<file path="config.mk">
export PLATFORM = sky130hd
export DESIGN_NAME = fp_control_status_regs_flat
export DESIGN_NICKNAME = d
export VERILOG_FILES = /design/src/hdl/fpcsr_pkg.sv /design/src/hdl/fpcsr_if.sv /design/src/hdl/fp_trap_gen.sv /design/src/hdl/fp_control_status_regs.sv /design/src/flat_wrapper.sv
export SDC_FILE = /design/constraint.sdc
export NUM_CORES = 1
export LEC_CHECK = 0
export BUFFER_PORTS_ARGS = -buffer_cell sky130_fd_sc_hd__buf_2
export CAP_MARGIN = 40
export CORE_AREA = 3 3 81 83
export DETAILED_ROUTE_END_ITERATION = 6
export DIE_AREA = 0 0 84 86
export GPL_ROUTABILITY_DRIVEN = 0
export PLACE_DENSITY = 0.69
export SYNTH_ARGS = -nofsm -noshare
export SYNTH_HDL_FRONTEND = slang
export SYNTH_SLANG_ARGS = --single-unit
</file>
<file path="constraint.sdc">
create_clock -name mclk_i -period 3.6 [get_ports mclk_i]
set_input_delay 0.54 -clock mclk_i [delete_from_list [all_inputs] [get_ports mclk_i]]
set_output_delay 0.54 -clock mclk_i [all_outputs]
set_load 0.01 [all_outputs]
</file>
<file path="src/hdl/fpcsr_pkg.sv">
// constants and types for the coprocessor control/status register pair
// Behaviour
// RULE_01 - bit 23 holds compare result
// RULE_02 - condition changes only by compare or write
// RULE_03 - condition drives core branch input one
// RULE_04 - bits 17:12 reflect last operation
// RULE_05 - six flags: unimpl, invalid, div0, ovf, unf, inexact
// RULE_06 - multiple exceptions set all flags
// RULE_07 - exception sets flag and sticky bit; the code keeps no sticky bit for unimplemented, only its flag is set
// RULE_08 - sticky bits 6:2 cleared only by write
// RULE_09 - enables 11:7 raise trap line
// RULE_10 - unimplemented operation always traps
// RULE_11 - core takes interrupt on trap line
// RULE_12 - bits 1:0 select rounding mode
// RULE_13 - read drains pipeline before answering
// RULE_14 - exception during drain taken, read retried
// RULE_15 - software writes only when pipeline idle
// RULE_16 - register open to user and kernel
// RULE_17 - reserved bits written zero, read undefined
// RULE_18 - register zero: implementation and revision
// RULE_19 - write loads all fields from word
// RULE_20 - only control registers 31 and 0 exist
package fpcsr_pkg;
    localparam logic [4:0] REG_IMP_REV = 5'h00;
    localparam logic [4:0] REG_CTRL_STATUS = 5'h1F;
    localparam int COND_BIT = 23;
    localparam int EXC_LSB = 12;
    localparam int EN_LSB = 7;
    localparam int STICKY_LSB = 2;
    localparam int RM_LSB = 0;
    localparam int IMP_LSB = 8;
    localparam int REV_LSB = 0;
    // writable bits of the control/status word
    localparam logic [31:0] CSR_WMASK = 32'h0083_FFFF;
    localparam logic [31:0] CSR_RESET = 32'h0000_0000;
    localparam logic [7:0] IMP_CODE = 8'h5A; // arbitrary value
    localparam logic [7:0] REV_CODE = 8'h01; // arbitrary value
    // exception vector index: e v z o u i
    localparam int X_INEXACT = 0;
    localparam int X_UNDER = 1;
    localparam int X_OVER = 2;
    localparam int X_DIVZ = 3;
    localparam int X_INVALID = 4;
    localparam int X_UNIMPL = 5;
    typedef enum logic [1:0] {
        NEAREST_EVEN, TOWARD_ZERO, TOWARD_PLUS_INF, TOWARD_MINUS_INF
    } round_select_t;
    typedef enum logic [1:0] {
        ST_IDLE, ST_DRAIN, ST_ANSWER
    } rd_state_t;
endpackage

</file>
<file path="src/hdl/fpcsr_if.sv">
// link between integer core and floating-point control registers
`timescale 1ns/1ns
`default_nettype none
interface fpcsr_if;
    logic mv_to;        // move_control_to_fp strobe
    logic mv_from;      // move_control_from_fp strobe
    logic [4:0] creg;
    logic [31:0] wdata;
    logic [31:0] rdata;
    logic rvalid;       // read answered
    logic rretry;       // read aborted by exception, re-issue
    logic coproc_condition_out;
    logic coproc_trap_request_n;
    modport device (input mv_to, mv_from, creg, wdata,
        output rdata, rvalid, rretry, coproc_condition_out,
        coproc_trap_request_n);
    modport core (output mv_to, mv_from, creg, wdata,
        input rdata, rvalid, rretry, coproc_condition_out,
        coproc_trap_request_n);
endinterface
`default_nettype wire

</file>
<file path="src/hdl/fp_trap_gen.sv">
// trap request from new exception flags and enables
`timescale 1ns/1ns
`default_nettype none
module fp_trap_gen (
    input wire logic [5:0] exc_i,
    input wire logic [4:0] enable_i,
    output logic trap_o
);
    // unimplemented has no enable
    assign trap_o = exc_i[fpcsr_pkg::X_UNIMPL] // RULE_10
        | (|(exc_i[4:0] & enable_i)); // RULE_09
endmodule // fp_trap_gen
`default_nettype wire

</file>
<file path="src/hdl/fp_control_status_regs.sv">
// coprocessor end: control/status and implementation registers
`timescale 1ns/1ns
`default_nettype none
module fp_control_status_regs (
    input wire logic mclk_i,
    input wire logic rst_i,
    input wire logic ce_i,
    fpcsr_if.device bus,
    input wire logic op_done_i,
    input wire logic op_is_compare_i,
    input wire logic compare_true_i,
    input wire logic [5:0] op_exc_i,
    input wire logic pipe_busy_i,
    output logic [1:0] round_select_o,
    output logic float_trap_line_o
);
    typedef struct packed {
        logic [31:0] csr;
        logic trap;
        logic [31:0] rdata;
        logic rvalid;
        logic rretry;
        fpcsr_pkg::rd_state_t st;
        logic [4:0] reg_sel;
    } state_t;
    state_t s, next_s;
    logic trap_new;
    logic csr_write;
    logic [31:0] csr_written;
    wire logic [5:0] next_exc;
    wire logic [4:0] next_sticky;
    logic next_cond;
    logic next_trap;
    logic drain_done;
    logic drain_abort;

    fp_trap_gen trap_gen (
        .exc_i(op_exc_i),
        .enable_i(s.csr[fpcsr_pkg::EN_LSB +: 5]),
        .trap_o(trap_new)
    );

    // a move-to reaches only the control/status word
    assign csr_write = bus.mv_to
        && (bus.creg == fpcsr_pkg::REG_CTRL_STATUS); // RULE_20
    // reserved bits forced to zero on load
    assign csr_written = bus.wdata & fpcsr_pkg::CSR_WMASK; // RULE_17 RULE_19

    // per flag: an operation rewrites the last-instruction bit and, for all but
    // unimplemented, only adds to the sticky copy; a raise outranks a same-cycle load
    for (genvar f = 0; f < 6; f++) begin : g_flag // RULE_05
        logic raised;
        assign raised = op_done_i & op_exc_i[f]; // RULE_06 RULE_07
        assign next_exc[f] = csr_write
            ? (csr_written[fpcsr_pkg::EXC_LSB + f] | raised)
            : (op_done_i ? op_exc_i[f]
            : s.csr[fpcsr_pkg::EXC_LSB + f]); // RULE_04
        if (f < 5) begin : g_sticky
            assign next_sticky[f] = raised
                | (csr_write ? csr_written[fpcsr_pkg::STICKY_LSB + f]
                : s.csr[fpcsr_pkg::STICKY_LSB + f]); // RULE_08
        end
    end

    // a write outranks a compare in the same cycle
    assign next_cond = csr_write ? csr_written[fpcsr_pkg::COND_BIT]
        : (op_done_i && op_is_compare_i) ? compare_true_i
        : s.csr[fpcsr_pkg::COND_BIT]; // RULE_01 RULE_02
    // a fresh trap outranks the clear carried by a write
    assign next_trap = (op_done_i && trap_new)
        || (s.trap && !csr_write); // RULE_09 RULE_10
    assign drain_abort = op_done_i && trap_new; // RULE_14
    assign drain_done = !pipe_busy_i && !op_done_i; // RULE_13

    function automatic logic [31:0] read_word(input logic [4:0] r,
                                              input logic [31:0] c);
        logic [31:0] w;
        w = 32'h0000_0000;
        if (r == fpcsr_pkg::REG_CTRL_STATUS) begin
            w = c; // RULE_16
        end else if (r == fpcsr_pkg::REG_IMP_REV) begin
            w[fpcsr_pkg::IMP_LSB +: 8] = fpcsr_pkg::IMP_CODE; // RULE_18
            w[fpcsr_pkg::REV_LSB +: 8] = fpcsr_pkg::REV_CODE;
        end
        return w;
    endfunction

    always_comb begin
        next_s = s;
        next_s.rvalid = 1'b0;
        next_s.rretry = 1'b0;
        if (csr_write) begin
            next_s.csr = csr_written; // RULE_19
        end
        next_s.csr[fpcsr_pkg::EXC_LSB +: 6] = next_exc;
        next_s.csr[fpcsr_pkg::STICKY_LSB +: 5] = next_sticky;
        next_s.csr[fpcsr_pkg::COND_BIT] = next_cond;
        next_s.trap = next_trap;
        case (s.st)
            fpcsr_pkg::ST_IDLE: begin
                if (bus.mv_from) begin
                    next_s.reg_sel = bus.creg;
                    next_s.st = fpcsr_pkg::ST_DRAIN; // RULE_13
                end
            end
            fpcsr_pkg::ST_DRAIN: begin
                if (drain_abort) begin
                    next_s.rretry = 1'b1; // RULE_14
                    next_s.st = fpcsr_pkg::ST_IDLE;
                end else if (drain_done) begin
                    next_s.st = fpcsr_pkg::ST_ANSWER;
                end
            end
            fpcsr_pkg::ST_ANSWER: begin
                next_s.rdata = read_word(s.reg_sel, s.csr); // RULE_13
                next_s.rvalid = 1'b1;
                next_s.st = fpcsr_pkg::ST_IDLE;
            end
            default: next_s.st = fpcsr_pkg::ST_IDLE;
        endcase
    end

    always_ff @(posedge mclk_i or posedge rst_i) begin
        if (rst_i) begin
            s <= '{csr: fpcsr_pkg::CSR_RESET, trap: 1'b0,
                   rdata: 32'h0000_0000, rvalid: 1'b0, rretry: 1'b0,
                   st: fpcsr_pkg::ST_IDLE, reg_sel: 5'h00};
        end else if (ce_i) begin
            s <= next_s;
        end
    end

    assign bus.rdata = s.rdata;
    assign bus.rvalid = s.rvalid;
    assign bus.rretry = s.rretry;
    assign bus.coproc_condition_out = s.csr[fpcsr_pkg::COND_BIT]; // RULE_03
    assign bus.coproc_trap_request_n = ~s.trap;
    assign float_trap_line_o = s.trap;
    assign round_select_o = s.csr[fpcsr_pkg::RM_LSB +: 2]; // RULE_12
endmodule // fp_control_status_regs
`default_nettype wire

</file>
<file path="src/flat_wrapper.sv">
// flat-port wrapper written by rule: the top's interface ports become plain ports
module fp_control_status_regs_flat 
  (mclk_i, rst_i, ce_i, op_done_i, op_is_compare_i, compare_true_i, op_exc_i, pipe_busy_i, round_select_o, float_trap_line_o, bus_mv_to, bus_mv_from, bus_creg, bus_wdata, bus_rdata, bus_rvalid, bus_rretry, bus_coproc_condition_out, bus_coproc_trap_request_n);
  fpcsr_if bus_i ();
  input wire logic mclk_i;
  input wire logic rst_i;
  input wire logic ce_i;
  input wire logic op_done_i;
  input wire logic op_is_compare_i;
  input wire logic compare_true_i;
  input wire logic [5:0] op_exc_i;
  input wire logic pipe_busy_i;
  output logic [1:0] round_select_o;
  output logic float_trap_line_o;
  input wire logic [$bits(bus_i.mv_to)-1:0] bus_mv_to;
  input wire logic [$bits(bus_i.mv_from)-1:0] bus_mv_from;
  input wire logic [$bits(bus_i.creg)-1:0] bus_creg;
  input wire logic [$bits(bus_i.wdata)-1:0] bus_wdata;
  output wire logic [$bits(bus_i.rdata)-1:0] bus_rdata;
  output wire logic [$bits(bus_i.rvalid)-1:0] bus_rvalid;
  output wire logic [$bits(bus_i.rretry)-1:0] bus_rretry;
  output wire logic [$bits(bus_i.coproc_condition_out)-1:0] bus_coproc_condition_out;
  output wire logic [$bits(bus_i.coproc_trap_request_n)-1:0] bus_coproc_trap_request_n;
  assign bus_i.mv_to = bus_mv_to;
  assign bus_i.mv_from = bus_mv_from;
  assign bus_i.creg = bus_creg;
  assign bus_i.wdata = bus_wdata;
  assign bus_rdata = bus_i.rdata;
  assign bus_rvalid = bus_i.rvalid;
  assign bus_rretry = bus_i.rretry;
  assign bus_coproc_condition_out = bus_i.coproc_condition_out;
  assign bus_coproc_trap_request_n = bus_i.coproc_trap_request_n;
  fp_control_status_regs u_core (.mclk_i(mclk_i), .rst_i(rst_i), .ce_i(ce_i), .bus(bus_i), .op_done_i(op_done_i), .op_is_compare_i(op_is_compare_i), .compare_true_i(compare_true_i), .op_exc_i(op_exc_i), .pipe_busy_i(pipe_busy_i), .round_select_o(round_select_o), .float_trap_line_o(float_trap_line_o));
endmodule
</file>
==> results by group <==
Run status
  • Status: complete, no violations

Yosys
  • Post-synthesis compound-gate area fraction: about 16%
  • Synth Area in Simple Gates: approximately 15%
  • Post-synthesis register bit count: 48
  • Yosys cell types: 40
  • Most used DFF post-synth: dfrtp_1
  • Xor/xnor share of the synthesized area: 0%
  • Synthesized area per cell: ~10 µm²
  • Post-Synthesis Cells: 250
  • Number of synthesized flops with an enable pin: 0
  • Cell Area, Synth: between 2000 and 3000 µm²
  • YS warnings: 0
  • Ys async rst share: 100.0%
  • Adder-cell share of the synthesized area: 0%
  • Sequential element share of the synthesized area: roughly half
  • Largest family of logic cells by synthesized area: compound AO/OA/AOI/OAI gates
  • Multiplexer share of the synthesized area: under 10%

Layout
  • Share of layout cells above drive strength 1: between 30% and 40%
  • Layout Area Growth over Synthesis: 9.055%
  • Ant. Diodes: 0
  • Non-filler cells, final: ~360
  • Fillers: approximately 590
  • Nets: 335
  • Commonest non-fill, non-tap cells in the layout: buf_2 (64), dfrtp_1 (48), nand2_1 (26), a21oi_1 (18), conb_1 (13)
  • Util after Layout: 46.07%
  • Commonest non-fill, non-tap cell in the layout: buf_2

Clock network
  • CTS tree: built
  • CTS buffer count: 5
  • Post-CTS sizing: 0
  • Worst-path clk slew: approximately 0.090 ns
  • Post-CTS Hold Buffers: 0
  • Clock sinks: 48
  • Root Buffer Master: clkbuf_8
  • H-tree depth: 2
  • Clock tree buffer depth: 2
  • Latest clock arrival within the worst-skew pair: 0.29 ns
  • Post-CTS Setup Inserts: 0

Critical path
  • CP max-delay cell: and3_1
  • Crit start category: primary input
  • Buffers & Inverters on Critical Path: 1
  • CP required: 3.79 ns
  • Crit path max-delay family: simple AND/OR/NAND/NOR gates
  • WP depth: 4
  • FF-to-FF path depth: 3
  • Critical Path Fanout Max: 14
  • Critical Path, Cell by Cell: buf_2, and2_1, and3_1, mux2_2
  • Critical Path Sink Type: flop
  • CP Data Arrival Time: 2.18 ns
  • Worst path max stage delay: 0.67 ns
  • CP Class: in -> reg

Drt
  • Starting DRT DRC Count: approximately 170
  • Post-DRT Antenna Nets: 0
  • Vias per cell: between 5 and 6
  • Drt pass-1 iters: 4
  • WL/cell: between 15 and 20 µm
  • DR vias: between 1500 and 2000
  • Final WL: ~5.6 mm
  • DRC viols: 0

Global routing
  • Grt ovf: 0
  • GR Util All Layers: 15.76%
  • Initial antenna violation count: 0
  • First-pass GRT wire length: around 9.1 mm
  • Largest net degree at the start of global routing: 30
  • Vias in the first global route: approximately 1800

Timing
  • Clock skew: roughly 0.0052 ns
  • Pins Over Slew Limit: 0
  • PnR worst setup slack: ~1.6 ns
  • Final min period: ~2 ns
  • Final Cycle Share: a little under three fifths
  • Fmax achieved: approximately 500 MHz
  • Unrepaired setup endpoints after global routing: no
  • Rel. slew slack: between 50 and 60%
  • Setup TNS: 0 ns
  • # setup viols final: 0
  • Hold Fails Final Rpt: 0
  • Slew @ Worst Pin: roughly 0.65 ns

Floorplan
  • Core ar.: ~5900 µm²
  • Die area: roughly 7200 µm²
  • Initial core utilization: 42.24%
  • FP Rows: 28
  • I/O pins: 91
  • DIE WIDTH: approximately 84 µm
  • Die H: between 80 and 90 µm

Placed design
  • Post-DP HPWL: 4.093 mm
  • IO Port Bufs: 64
  • Dpl ws: 1.310 ns
  • Number of placed instances with taps included: 351

Power
  • PD cells: around 500 nW/µm²
  • Static leakage: 1.332 nW
  • VDD IR max: roughly 0.32 mV

Flow run
  • Max cap viols: 0

Min path
  • Hold Path Class: in -> async
==> power by group <==
group / internal [mW] / switching [mW]
clock network: 0.156 / 0.174
registers: 0.642 / 0.0886
logic: 0.145 / 0.157
total: 0.944 / 0.419
==> state kept, by name, indices dropped and copies added, names as in the netlist <==
register and cells:
u_core.round_select_o 2, u_core.s 23, u_core.float_trap_line_o 1, u_core.bus.rretry 1
u_core.bus.rvalid 1, u_core.bus.coproc_condition_out 1, u_core.bus.rdata 19
==> layout make-up <==
cell class	count	area, µm²	area share (%)
flip-flops and latches	48	1201	44.04
clock inverters	1	7.507	0.2752
clock buffers	7	86.33	3.165
multi-input cells	154	964.7	35.37
inverters	9	33.78	1.239
repair buffers	65	340.3	12.48
well taps	75	93.84	3.440
==> through the flow <==
| step | power (mW) | hold slack (ns) | cell area [µm²] |
|---|---|---|---|
| floorplan | 0.9879 | 0.4498 | 2546 |
| global placement | 1.032 | 0.4578 | 2614 |
| detailed placement | 1.047 | 0.4666 | 2634 |
| CTS | 1.380 | 0.2442 | 2728 |
| global route | 1.448 | 0.2627 | 2728 |
| finish | 1.363 | 0.2332 | 2728 |
==> worst paths after layout <==
| kind | from | end | slack (ns) |
|---|---|---|---|
| setup reg to reg | u_core.s[5] | u_core.bus.rdata[11] | 1.98 |
| max in group asynchronous | rst_i | u_core.s[59] | 2.87 |
| min in group mclk_i | bus_wdata[7] | u_core.s[49] | 0.47 |
| hold / removal | rst_i | u_core.bus.rdata[7] | 0.23 |
| setup / recovery | bus_creg[4] | u_core.s[52] | 1.60 |
| hold reg to reg | u_core.bus.rdata[17] | u_core.bus.rdata[17] | 0.48 |
==> kinds of logic after synthesis <==
| group | after synthesis |
|---|---|
| AO/OA/AOI/OAI | 59 |
| buffers and inverters | 60 |
| flip-flops | 48 |
| multiplexers | 12 |
| other | 1 |
| AND/OR/NAND/NOR | 70 |
==> cell usage after synthesis (all sizes together) (5+ instances only) <==
cell    count  share of area, %
a211oi      5               1.5
a21oi      18               3.6
a221oi      5               1.8
and3        8               2.0
buf        40                12
clkbuf     11               1.8
dfrtp      48                48
inv         9               1.4
mux2       12               6.0
nand2      26               3.9
nand3       6               1.2
nand4       7               1.8
nor2       11               1.7
o21ai      10               2.0
o311ai      6               2.1
==> per-layer routing <==
metal / track usage [%] / share of wire, % / up-vias
met1: 22.20 / 45 / 878
met3: 3.458 / 7.1 / 13
met2: 24.08 / 45 / 74
met5: 0 / 0 / -
li1: - / - / 906
met4: 5.556 / 2.6 / 0
No activity file was read; power rests on OpenSTA's default activity.
